$ cat config.mk
export PLATFORM = sky130hd
export DESIGN_NAME = pwm_generator_phase_control
export DESIGN_NICKNAME = d
export VERILOG_FILES = /design/src/hw/pwm_gen_pkg.sv /design/src/hw/pwm_time_base.sv /design/src/hw/pwm_generator_phase_control.sv
export SDC_FILE = /design/constraint.sdc
export NUM_CORES = 1
export LEC_CHECK = 0
export BUFFER_PORTS_ARGS = -buffer_cell sky130_fd_sc_hd__buf_2
export CORE_MARGIN = 2
export CORE_UTILIZATION = 60
export CTS_BUF_LIST = sky130_fd_sc_hd__clkbuf_2
export CTS_CLUSTER_SIZE = 40
export DETAILED_ROUTE_END_ITERATION = 10
export PLACE_DENSITY = 0.83
export SLEW_MARGIN = 0
export SYNTH_ARGS = -nofsm -noshare
export SYNTH_HDL_FRONTEND = slang
export SYNTH_SLANG_ARGS = --single-unit
$ cat constraint.sdc
create_clock -name clk_i -period 6.54 [get_ports clk_i]
set_input_delay 0 -clock clk_i [delete_from_list [all_inputs] [get_ports clk_i]]
set_output_delay 0 -clock clk_i [all_outputs]
set_load 0.02 [all_outputs]
$ cat src/hw/pwm_gen_pkg.sv
// package: register map, field layout and encodings of the pwm generator
package pwm_gen_pkg;
    localparam int          ADDR_W          = 4;
    localparam int          CNT_W           = 16;
    localparam logic [3:0]  OFF_CONTROL     = 4'h0;
    localparam logic [3:0]  OFF_PHASE       = 4'h4;
    localparam logic [3:0]  OFF_DUTY        = 4'h8;
    localparam logic [3:0]  OFF_DEAD        = 4'hC;
    localparam int          CTL_IUE_BIT     = 0;
    localparam int          CTL_XPR_BIT     = 1;
    localparam int          CTL_CAM_BIT     = 2;
    localparam int          CTL_MTB_BIT     = 3;
    localparam int          CTL_DTC_LSB     = 6;
    localparam int          CTL_ITB_BIT     = 9;
    localparam int          CTL_IOM_LSB     = 10;
    localparam int          CTL_CLM_BIT     = 12;
    localparam logic [15:0] CTL_WR_MASK     = 16'h1FCF;
    localparam logic [15:0] CONTROL_RST     = 16'h0000;
    localparam logic [15:0] PHASE_RST       = 16'h0000;
    localparam logic [15:0] DUTY_RST        = 16'h0000;
    localparam logic [15:0] DEAD_RST        = 16'h0000;
    localparam logic [15:0] CA_RES_MASK     = 16'hFFF8;
    localparam logic [1:0]  DTC_POSITIVE    = 2'h0;
    localparam logic [1:0]  DTC_NEGATIVE    = 2'h1;
    localparam logic [1:0]  DTC_DISABLED    = 2'h2;
    localparam logic [1:0]  IOM_TRUE_INDEP  = 2'h3;

    typedef struct packed {
        logic [15:0] duty;
        logic [15:0] phase;
        logic [15:0] dead;
    } timing_s;

    typedef enum logic [1:0] {
        CNT_UP   = 2'b01,
        CNT_DOWN = 2'b10
    } dir_e;
endpackage

$ cat src/hw/pwm_time_base.sv
// local time base counter: edge aligned sawtooth or center aligned triangle
`timescale 1ns/1ps
module pwm_time_base (
    input  wire logic                      clk_i,
    input  wire logic                      rst_i,
    input  wire logic                      center_i,
    input  wire logic                      restart_i,
    input  wire logic [15:0]               period_i,
    output logic      [15:0]               count_o,
    output logic                           boundary_o
);
    import pwm_gen_pkg::*;

    pwm_gen_pkg::dir_e dir_ff;
    pwm_gen_pkg::dir_e nxt_dir;
    logic [15:0]       count_ff;
    logic [15:0]       nxt_count;
    wire               at_top  = (count_ff >= period_i);
    wire               at_zero = (count_ff == 16'h0000);

    // boundary marks the last cycle of a period; the new period starts in the next cycle
    assign boundary_o = center_i ? (dir_ff == CNT_DOWN && at_zero) || (dir_ff == CNT_UP && period_i == 16'h0000)
                                 : at_top;
    assign count_o    = count_ff;

    always_comb begin
        nxt_count = count_ff;
        nxt_dir   = dir_ff;
        unique case (dir_ff)
            CNT_UP: begin
                if (at_top) begin
                    nxt_count = center_i ? period_i - 16'h0001 : 16'h0000;
                    nxt_dir   = center_i ? CNT_DOWN : CNT_UP;
                end else begin
                    nxt_count = count_ff + 16'h0001;
                end
            end
            CNT_DOWN: begin
                if (at_zero || !center_i) begin
                    nxt_count = at_zero ? 16'h0001 : 16'h0000;
                    nxt_dir   = CNT_UP;
                end else begin
                    nxt_count = count_ff - 16'h0001;
                end
            end
        endcase
        if (restart_i) begin
            nxt_count = 16'h0000;
            nxt_dir   = CNT_UP;
        end
    end

    always_ff @(posedge clk_i) begin
        if (rst_i) begin
            count_ff <= 16'h0000;
            dir_ff   <= CNT_UP;
        end else begin
            count_ff <= nxt_count;
            dir_ff   <= nxt_dir;
        end
    end
endmodule

$ cat src/hw/pwm_generator_phase_control.sv
// pwm generator: control and phase registers over wishbone, time base, outputs
// Operation
// - dead-time field: 00 positive, 01 negative complementary, 10 off, 11 reserved.
// - time-base select 1 uses secondary master base if present, else primary.
// - center-align enable 1 gives center-aligned counting, 0 edge-aligned.
// - center-align bit ignored unless the independent time base is enabled.
// - center-aligned mode drops three low bits of duty, phase, dead time.
// - external period reset with independent base lets current limit restart base.
// - immediate update off: timing values load at local period boundary.
// - no independent base, paired modes: phase shifts both outputs.
// - no independent base, true independent: phase shifts high output only.
// - independent base, paired modes: phase is local period of both outputs.
// - independent base, true independent: phase is local period of high only; the low output here runs from the same local base.
// - phase register is 16-bit read/write, resets to zero.
// - control bits 5 and 4 always read zero.
`timescale 1ns/1ps
module pwm_generator_phase_control (
    input  wire logic                      clk_i,
    input  wire logic                      rst_i,
    input  wire logic                      cyc_i,
    input  wire logic                      stb_i,
    input  wire logic                      we_i,
    input  wire logic [pwm_gen_pkg::ADDR_W-1:0] adr_i,
    input  wire logic [3:0]                sel_i,
    input  wire logic [31:0]               dat_i,
    output logic      [31:0]               dat_o,
    output logic                           ack_o,
    input  wire logic                      primary_sync_i,
    input  wire logic                      secondary_sync_i,
    input  wire logic                      secondary_present_i,
    input  wire logic [15:0]               master_period_i,
    input  wire logic                      current_limit_i,
    output logic                           gen_high_output_o,
    output logic                           gen_low_output_o
);
    import pwm_gen_pkg::*;

    // pin inputs pass two flip-flops before use
    logic [1:0]  prim_sync_ff;
    logic [1:0]  sec_sync_ff;
    logic [1:0]  climit_ff;
    logic        climit_last_ff;

    logic [15:0] control_ff;
    timing_s     pend_ff;
    timing_s     act_ff;
    logic        ack_ff;
    logic [31:0] rdata_ff;
    logic        high_ff;
    logic        low_ff;
    logic        master_last_ff;
    logic [15:0] master_cnt_ff;

    // field decode
    wire         immediate_update_en      = control_ff[CTL_IUE_BIT];
    wire         ext_period_reset_en    = control_ff[CTL_XPR_BIT];
    wire         center_align_en      = control_ff[CTL_CAM_BIT];
    wire         time_base_select     = control_ff[CTL_MTB_BIT];
    wire  [1:0]  dead_time_ctrl      = control_ff[CTL_DTC_LSB +: 2];
    wire         independent_base_en      = control_ff[CTL_ITB_BIT];
    wire  [1:0]  io_mode  = control_ff[CTL_IOM_LSB +: 2];
    wire         true_ind = (io_mode == IOM_TRUE_INDEP);

    wire         center   = center_align_en && independent_base_en;

    function automatic logic [15:0] ca_trim(input logic [15:0] v, input logic ca);
        ca_trim = ca ? (v & CA_RES_MASK) : v;
    endfunction

    function automatic logic [15:0] merge_lanes(input logic [15:0] old, input logic [31:0] d,
                                                input logic [3:0] sel);
        merge_lanes = {sel[1] ? d[15:8] : old[15:8], sel[0] ? d[7:0] : old[7:0]};
    endfunction

    // bus decode
    wire         req       = cyc_i && stb_i && !ack_ff;
    wire         wr        = req && we_i;
    wire         hit_ctl   = (adr_i == OFF_CONTROL);
    wire         hit_phase = (adr_i == OFF_PHASE);
    wire         hit_duty  = (adr_i == OFF_DUTY);
    wire         hit_dead  = (adr_i == OFF_DEAD);

    wire  [15:0] nxt_control = merge_lanes(control_ff, dat_i, sel_i) & CTL_WR_MASK;
    timing_s     nxt_pend;
    assign nxt_pend.phase = (wr && hit_phase) ? merge_lanes(pend_ff.phase, dat_i, sel_i) : pend_ff.phase;
    assign nxt_pend.duty  = (wr && hit_duty)  ? merge_lanes(pend_ff.duty,  dat_i, sel_i) : pend_ff.duty;
    assign nxt_pend.dead  = (wr && hit_dead)  ? merge_lanes(pend_ff.dead,  dat_i, sel_i) : pend_ff.dead;

    wire  [15:0] rd_mux = hit_ctl   ? control_ff :
                          hit_phase ? pend_ff.phase :
                          hit_duty  ? pend_ff.duty :
                          hit_dead  ? pend_ff.dead : 16'h0000;

    // master sync source choice
    wire         use_sec    = time_base_select && secondary_present_i;
    wire         master_evt = use_sec ? sec_sync_ff[1] : prim_sync_ff[1];
    wire         master_rise = master_evt && !master_last_ff;

    // current limit rising edge restarts the local base only when enabled
    wire         climit_rise = climit_ff[1] && !climit_last_ff;
    wire         ext_reset   = ext_period_reset_en && independent_base_en && climit_rise;

    // local period: phase register when independent, else master period
    wire  [15:0] local_period = independent_base_en ? ca_trim(act_ff.phase, center) : master_period_i;
    wire  [15:0] tb_count;
    wire         tb_boundary;

    pwm_time_base u_time_base (
        .clk_i      (clk_i),
        .rst_i      (rst_i),
        .center_i   (center),
        .restart_i  (ext_reset || (!independent_base_en && master_rise)),
        .period_i   (local_period),
        .count_o    (tb_count),
        .boundary_o (tb_boundary)
    );

    // phase shifted count against the master base when not independent
    // sum kept at 17 bits so a large phase cannot wrap and defeat the modulo test
    wire  [15:0] shifted = (({1'b0, master_cnt_ff} + {1'b0, act_ff.phase}) >= ({1'b0, master_period_i} + 17'h00001))
                           ? 16'(master_cnt_ff + act_ff.phase - master_period_i - 16'h0001)
                           : 16'(master_cnt_ff + act_ff.phase);
    wire  [15:0] cnt_high = independent_base_en ? tb_count : shifted;
    // true independent without the independent base: low output keeps the unshifted master count
    wire  [15:0] cnt_low  = (!independent_base_en && true_ind) ? master_cnt_ff : cnt_high;

    wire  [15:0] duty_eff = ca_trim(act_ff.duty, center);
    wire  [15:0] dead_eff = ca_trim(act_ff.dead, center);
    wire         raw_high = cnt_high < duty_eff;
    wire         raw_low_src = cnt_low < duty_eff;

    // dead time applied after count zero and, in paired modes, around the duty edge
    wire  [16:0] hi_start = {1'b0, dead_eff};
    wire  [16:0] lo_end   = {1'b0, duty_eff} + {1'b0, dead_eff};
    logic        nxt_high;
    logic        nxt_low;
    always_comb begin
        nxt_high = raw_high;
        nxt_low  = true_ind ? raw_low_src : !raw_high;
        if (!true_ind) begin
            unique case (dead_time_ctrl)
                DTC_POSITIVE: begin
                    nxt_high = raw_high && ({1'b0, cnt_high} >= hi_start);
                    nxt_low  = {1'b0, cnt_high} >= lo_end;
                end
                DTC_NEGATIVE: begin
                    nxt_high = raw_high || ({1'b0, cnt_high} < lo_end && cnt_high >= duty_eff);
                    nxt_low  = !raw_high || ({1'b0, cnt_high} < hi_start);
                end
                DTC_DISABLED: begin
                    nxt_high = raw_high;
                    nxt_low  = !raw_high;
                end
                default: begin
                    nxt_high = raw_high;
                    nxt_low  = !raw_high;
                end
            endcase
        end else if (dead_time_ctrl == DTC_POSITIVE) begin
            nxt_high = raw_high && ({1'b0, cnt_high} >= hi_start);
            nxt_low  = raw_low_src && ({1'b0, cnt_low} >= hi_start);
        end
    end

    assign ack_o             = ack_ff;
    assign dat_o             = rdata_ff;
    assign gen_high_output_o = high_ff;
    assign gen_low_output_o  = low_ff;

    always_ff @(posedge clk_i) begin
        if (rst_i) begin
            prim_sync_ff   <= 2'h0;
            sec_sync_ff    <= 2'h0;
            climit_ff      <= 2'h0;
            climit_last_ff <= 1'b0;
            master_last_ff <= 1'b0;
        end else begin
            prim_sync_ff   <= {prim_sync_ff[0], primary_sync_i};
            sec_sync_ff    <= {sec_sync_ff[0], secondary_sync_i};
            climit_ff      <= {climit_ff[0], current_limit_i};
            climit_last_ff <= climit_ff[1];
            master_last_ff <= master_evt;
        end
    end

    always_ff @(posedge clk_i) begin
        if (rst_i) begin
            ack_ff   <= 1'b0;
            rdata_ff <= 32'h0000_0000;
        end else begin
            ack_ff   <= req;
            rdata_ff <= (req && !we_i) ? {16'h0000, rd_mux} : rdata_ff;
        end
    end

    always_ff @(posedge clk_i) begin
        if (rst_i) begin
            control_ff <= CONTROL_RST;
        end else if (wr && hit_ctl) begin
            control_ff <= nxt_control;
        end
    end

    always_ff @(posedge clk_i) begin
        if (rst_i) begin
            pend_ff <= '{duty: DUTY_RST, phase: PHASE_RST, dead: DEAD_RST};
            act_ff  <= '{duty: DUTY_RST, phase: PHASE_RST, dead: DEAD_RST};
        end else begin
            pend_ff <= nxt_pend;
            if (immediate_update_en) begin
                act_ff <= nxt_pend;
            end else if (tb_boundary) begin
                act_ff <= pend_ff;
            end
        end
    end

    always_ff @(posedge clk_i) begin
        if (rst_i) begin
            master_cnt_ff <= 16'h0000;
        end else if (master_rise || master_cnt_ff >= master_period_i) begin
            master_cnt_ff <= 16'h0000;
        end else begin
            master_cnt_ff <= master_cnt_ff + 16'h0001;
        end
    end

    always_ff @(posedge clk_i) begin
        if (rst_i) begin
            high_ff <= 1'b0;
            low_ff  <= 1'b0;
        end else begin
            high_ff <= nxt_high;
            low_ff  <= nxt_low;
        end
    end
endmodule

=== After elaboration in Yosys (flattened, before gate mapping) ===
Cells that the tools add are included.
W data, S select, Z words.

* Bits in registers: 168
* Output and inout port bits: 35
* Word-level logic and storage cells: 133

* Add/sub/neg operators: 10
* Order comparisons: 11
* Eq/ne operators: 9
* Multiplexer cells: 39
* Reductions and logical operators: 44

{| class="wikitable"
|+ Operator list
! kind !! count
|-
| $mux W16 || 14
|-
| $mux W48 || 2
|-
| $ge A16 B16 Y1 || 5
|-
| $lt A16 B16 Y1 || 3
|-
| $mux W8 || 6
|-
| $sub A16 B1 Y16 const B || 3
|-
| $add A16 B16 Y17 || 2
|-
| $add A16 B1 Y16 const B || 2
|-
| $logic_not A16 Y1 || 2
|-
| $pmux W16 S2 || 1
|-
| $logic_and A1 B1 Y1 || 21
|-
| $add A16 B1 Y17 const B || 1
|-
| $ge A16 B17 Y1 || 1
|-
| $ge A17 B17 Y1 || 1
|-
| $lt A16 B17 Y1 || 1
|-
| $add A16 B16 Y16 || 1
|-
| $sub A16 B16 Y16 || 1
|-
| $mux W3 || 3
|-
| $eq A4 B4 Y1 const B || 2
|-
| $logic_not A1 Y1 || 7
|-
| $mux W1 || 7
|-
| $logic_or A1 B1 Y1 || 6
|-
| $mux W2 || 3
|-
| $reduce_and A2 Y1 || 3
|-
| 11 further kinds || 15
|}

=== Depth between registers and ports, before layout ===
* Word-level depth: 10
* Depth in mapped cells: 26
* Mapped depth without buffers: 26

=== By module ===
A second synthesis with hierarchy kept.

* Cell total of the unflattened synthesis: 1668
* Area, all modules: 13923.4 um^2

{| class="wikitable"
|+ Modules (own cells, without submodules)
! module !! instances !! cells an instance !! area each (um^2) !! sequential area each (um^2)
|-
| pwm_generator_phase_control || 1 || 1395 || 11822.6 || 3002.9
|-
| pwm_time_base || 1 || 273 || 2100.8 || 360.3
|}

=== Least setup slack after synthesis ===
OpenSTA, ideal clock, no wires.

* Kind: register -> register
* Start: register master_cnt_ff[0]
* End: register low_ff, in the netlist gen_low_output_o
* Arrival: 5.670 ns
* Data required time: 6.439 ns
* Setup slack: 0.769 ns
* Cell stages (with the launch flop): 26
* Path buffers: 1
* Period minus slack after synthesis: 5.771 ns
* Cell sequence: dfxtp_1 -> ha_1 -> fa_1 -> a21o_1 -> a21oi_1 -> o21a_1 -> o311ai_0 -> a41oi_1 -> xnor2_1 -> ha_1 -> a211oi_1 -> o21bai_1 -> a21o_1 -> nor2_1 -> clkbuf_1 -> a211oi_1 -> a21oi_1 -> ha_1 -> a21o_1 -> a21o_1 -> a21o_1 -> a21oi_1 -> nor3_1 -> or3_1 -> o2111a_1 -> o41ai_1

* Cells in the longest elaborated chain, start to end: 10

{| class="wikitable"
|+ Ends and longest elaborated chain
! item !! line !! text
|-
| start: declaration || pwm_generator_phase_control.sv:52 || <nowiki>logic [15:0] master_cnt_ff;</nowiki>
|-
| start signal: assignment || pwm_generator_phase_control.sv:224 || <nowiki>master_cnt_ff <= master_cnt_ff + 16'h0001;</nowiki>
|-
| $add A16 B16 Y16 || pwm_generator_phase_control.sv:121, pwm_generator_phase_control.sv:122 ||
|-
| $sub A16 B16 Y16 || pwm_generator_phase_control.sv:121 || <nowiki>? 16'(master_cnt_ff + act_ff.phase - master_period_i - 16'h0001)</nowiki>
|-
| $sub A16 B1 Y16 || pwm_generator_phase_control.sv:121 ||
|-
| $mux W16 || pwm_generator_phase_control.sv:121 ||
|-
| $mux W16 || pwm_generator_phase_control.sv:123 || <nowiki>wire [15:0] cnt_high = independent_base_en ? tb_count : shifted;</nowiki>
|-
| $lt A16 B16 Y1 / $mux W16 (equally long branches) || pwm_generator_phase_control.sv:129, pwm_generator_phase_control.sv:125 ||
|-
| $logic_not A1 Y1, or another cell as far along || pwm_generator_phase_control.sv:148, pwm_generator_phase_control.sv:152, pwm_generator_phase_control.sv:156 ||
|-
| $logic_or A1 B1 Y1 / $logic_and A1 B1 Y1 (equally long branches) || pwm_generator_phase_control.sv:148, pwm_generator_phase_control.sv:161 ||
|-
| $pmux W1 S2 / $mux W1 (equally long branches) || pwm_generator_phase_control.sv:141, pwm_generator_phase_control.sv:159 ||
|-
| $mux W1 * || pwm_generator_phase_control.sv:140 || <nowiki>if (!true_ind) begin</nowiki>
|-
| end signal: assignment || pwm_generator_phase_control.sv:234 || <nowiki>low_ff <= nxt_low;</nowiki>
|-
| end: declaration || pwm_generator_phase_control.sv:50 || <nowiki>logic low_ff;</nowiki>
|}

Mark *: on every way between the ends. The rest lies on a longest branch, timed or not.
A chain may end at the register's enable or synchronous reset.

=== Worst setup path after layout ===
* Start: register act_ff[20] (netlist name)
* End: register low_ff, in the netlist gen_low_output_o

* Cells in the longest elaborated chain, start to end: 10

{| class="wikitable"
|+ Ends and longest elaborated chain
! item !! line !! text
|-
| start: declaration || pwm_generator_phase_control.sv:46 || <nowiki>timing_s act_ff;</nowiki>
|-
| start signal: assignment || pwm_generator_phase_control.sv:207 || <nowiki>act_ff <= '{duty: DUTY_RST, phase: PHASE_RST, dead: DEAD_RST};</nowiki>
|-
| start signal: assignment || pwm_generator_phase_control.sv:211 || <nowiki>act_ff <= nxt_pend;</nowiki>
|-
| start signal: assignment || pwm_generator_phase_control.sv:213 || <nowiki>act_ff <= pend_ff;</nowiki>
|-
| $add A16 B16 Y16 || pwm_generator_phase_control.sv:121, pwm_generator_phase_control.sv:122 ||
|-
| $sub A16 B16 Y16 || pwm_generator_phase_control.sv:121 ||
|-
| $sub A16 B1 Y16 || pwm_generator_phase_control.sv:121 ||
|-
| $mux W16 * || pwm_generator_phase_control.sv:121 ||
|-
| $mux W16 * || pwm_generator_phase_control.sv:123 ||
|-
| $lt A16 B16 Y1 / $mux W16 (equally long branches) || pwm_generator_phase_control.sv:129, pwm_generator_phase_control.sv:125 ||
|-
| $logic_not A1 Y1, or another cell as far along || pwm_generator_phase_control.sv:148, pwm_generator_phase_control.sv:152, pwm_generator_phase_control.sv:156 ||
|-
| $logic_or A1 B1 Y1 / $logic_and A1 B1 Y1 (equally long branches) || pwm_generator_phase_control.sv:148, pwm_generator_phase_control.sv:161 ||
|-
| $pmux W1 S2 / $mux W1 (equally long branches) || pwm_generator_phase_control.sv:141, pwm_generator_phase_control.sv:159 ||
|-
| $mux W1 * || pwm_generator_phase_control.sv:140 ||
|}

Marks and branches as above.

==> results.py <==
metrics = {
    "run_status": {
        "status": "complete, no violations",
    },
    "logic_synthesis": {
        "yosysMostFrequentCell": "ha_1",
        "synth-seq-cells": 168,
        "synth-edff-count": 0,
        "ys_seq_area_frac": 0.236,
        "ys_top_cells_by_count": "ha_1 (177), nor2_1 (171), dfxtp_1 (168)",
        "ys.flop_type": "dfxtp_1",
        "ys_warn_count": 0,
        "synth_top_area_frac": 0.236,
        "ys_types": 80,
        "yosysTopAreaCell": "dfxtp_1",
        "postSynth.asyncResetShare": 0,
        "synth_area_leaders": "dfxtp_1 (24%), ha_1 (16%), mux2i_1 (6.4%)",
        "post_synth.cell_area_avg_sq_um": 8.05,
        "syn_area_sq_um": 14300,
        "syn-instance-count": 1773,
    },
    "global_route": {
        "gr-usage-all-layers": 0.403,
        "grt_overflow": 0,
        "antenna_found_initial": 1,
        "grt_max_degree": 89,
        "grt_first_pass_wirelength_mm": 77.1,
        "grt_pass1_vias": 14100,
    },
    "final_layout": {
        "area_growth_syn_to_layout_pct": 13.0,
        "fin_area_sq_um": 16100,
        "drive_above_1_share": 0.103,
        "nNetsFinal": 2154,
        "nFillCells": 1849,
        "utilization": 0.690,
    },
    "clock_tree": {
        "clk_pin_slew_ns": 0.33,
        "htree_levels": 4,
        "cts_buffer_depth": 2,
        "cts_buffers": 17,
        "clock-root-buffer": "clkbuf_2",
        "cts_tree": "yes",
        "clk_latency_ns": 0.85,
        "cts.sinks": 168,
    },
    "route": {
        "wl_per_cell_um": 22.6,
        "ant_nets": 0,
        "viasPerCell": 6.59,
        "vias": 14800,
        "drc_errors": 0,
        "wl_mm": 50.7,
        "dr.first_iter.drc_count": 1785,
        "drt_first_pass_iters": 6,
    },
    "floorplanning": {
        "rows": 56,
        "die_area_sq_um": 25000,
        "die_h_um": 158,
        "initial_core_util": 0.610,
        "die_width_um": 158,
        "coreArea_sq_um": 23400,
        "boundaryPins": 100,
    },
    "flow_run": {
        "drv_cap": 0,
    },
    "worst_setup_path": {
        "cp_data_required_time_ns": 7.25,
        "cp.arrival_ns": 6.87,
        "startpoint_type": "flip-flop",
        "crit_fanout": 6,
        "endpoint_kind": "flip-flop",
        "reg2reg_slack_ns": 0.39,
        "crit_type": "reg2reg",
    },
    "power": {
        "power.leakage_nw": 7.49,
        "ir_drop_uv": 168,
        "totalPowerFinal_mw": 2.36,
        "powerDensity_nw_per_um2": 146,
    },
    "timing": {
        "fmax_ghz": 0.163,
        "slew_viol_final": 0,
        "worst_pin_slew_ns": 1.36,
        "fin_hold_ws_ns": 0.0202,
        "relSlewSlack": 0.0888,
        "setup_violations": 0,
        "fin_crit_sh": 0.940,
        "finalHoldViolations": 0,
        "setup_tns_ns": 0,
        "period_minus_slack_ns": 6.15,
        "skew_ns": 0.0812,
    },
    "min_path": {
        "hold_class": "in2reg",
    },
    "place": {
        "routabilityCongestion": 1.02,
        "dp_hpwl_mm": 36.4,
        "numPortBuffers": 65,
        "placed_cell_area_sq_um": 15000,
    },
}
area by class of cell:
type	instances	area (sq um)	area share
Clock buffer	17	85.1	0.00527
Multi-Input combinational cell	1446	10300	0.636
Timing Repair Buffer	194	1500	0.0929
Tap cell	319	399	0.0247
Sequential cell	168	3370	0.209
Antenna cell	1	2.50	0.000155
Clock inverter	15	218	0.0135
Inverter	82	308	0.0191
routing by layer:
| layer | part of all wire | GRT usage | vias to the layer above |
|---|---|---|---|
| li1 | - | - | 6676 |
| met1 | 0.38 | 0.476 | 6826 |
| met2 | 0.45 | 0.664 | 993 |
| met3 | 0.098 | 0.0797 | 271 |
| met4 | 0.076 | 0.269 | 0 |
| met5 | 0 | 0 | - |
metrics by stage:
step | instances | worst slack [ns]
6_report | 2242 | 0.389
3_5_place_dp | 2127 | 0.137
3_3_place_gp | 2127 | 0.238
5_1_grt | 2242 | -0.00631
2_1_floorplan | 1788 | 0.769
4_1_cts | 2240 | 0.0710
registers in the layout, indices dropped and copies added (netlist names), 11 cells and up:
name and flops:
act_ff 48, master_cnt_ff 16, control_ff 11, dat_o 16
pend_ff 48, u_time_base.count_o 16
where the power goes:
part / leakage, nW / internal [mW] / switching (mW)
Sequential: 1.36 / 1.05 / 0.0170
Clock: 0.170 / 0.178 / 0.499
Combinational: 5.96 / 0.247 / 0.367
Total: 7.49 / 1.47 / 0.883
placed cells by master (no fill, tap or decap), types with 16 or more instances in the layout:
master / synthesis / final
nor4_1: 17 / 16
nor3_1: 53 / 52
a22oi_1: 17 / 17
dlygate4sd3_1: 0 / 81
nand4_1: 22 / 22
inv_1: 81 / 81
o21ai_0: 47 / 47
xor2_1: 36 / 36
and3_1: 25 / 25
dfxtp_1: 168 / 166
clkbuf_2: 1 / 17
xnor2_1: 69 / 69
buf_2: 11 / 64
nand3_1: 78 / 78
conb_1: 1 / 16
nor2b_1: 17 / 17
nor2_1: 171 / 170
a21o_1: 33 / 33
nand2b_1: 31 / 31
buf_4: 18 / 49
mux2_2: 32 / 32
mux2i_1: 91 / 91
a21oi_1: 132 / 131
nand2_1: 160 / 159
ha_1: 177 / 177
timing repair:
item / in CTS / in global routing
hold buffers: 81 / 0
buffers inserted: 0 / 1
resized for setup: 0 / 11
endpoints found under the hold margin: 135 / 0
setup endpoints to repair: 0 / 2
critical path: stages (launching register included):
cell	delay [ns]
dfxtp_1	0.43
ha_1	0.37
o21a_1	0.22
nor3_1	0.41
o311ai_0	0.29
a41o_1	0.30
a21oi_1	0.17
xor2_1	0.20
inv_1	0.07
ha_1	0.32
nand4_1	0.12
nor4_1	0.27
a21oi_1	0.21
nand2_2	0.23
mux2_2	0.40
mux2_2	0.33
ha_1	0.22
a2111oi_1	0.40
o21ai_0	0.18
a31oi_1	0.25
nand3_1	0.10
nand3b_1	0.20
a21oi_1	0.15
o2bb2ai_1	0.14
o41ai_1	0.10
worst paths after layout:
check | startpoint | endpoint | cells past startpoint
worst min register to register | climit_ff[0] | climit_ff[1] | 1
worst min-delay path | dat_i[15] | pend_ff[15] | 4
worst max register to register | act_ff[20] | gen_low_output_o | 24
worst max-delay path | act_ff[20] | gen_low_output_o | 24
cell families after synthesis:
kind of cell,Yosys count,synth area share
multiplexers,135,0.0985
AO/OA/AOI/OAI,392,0.182
XOR/XNOR,105,0.0644
buffers and inverters,174,0.0540
adder cells (fa/ha/maj),181,0.160
flip-flops,168,0.236
other,1,0.000263
AND/OR/NAND/NOR,617,0.205
Power figures use the tool's default switching activity.
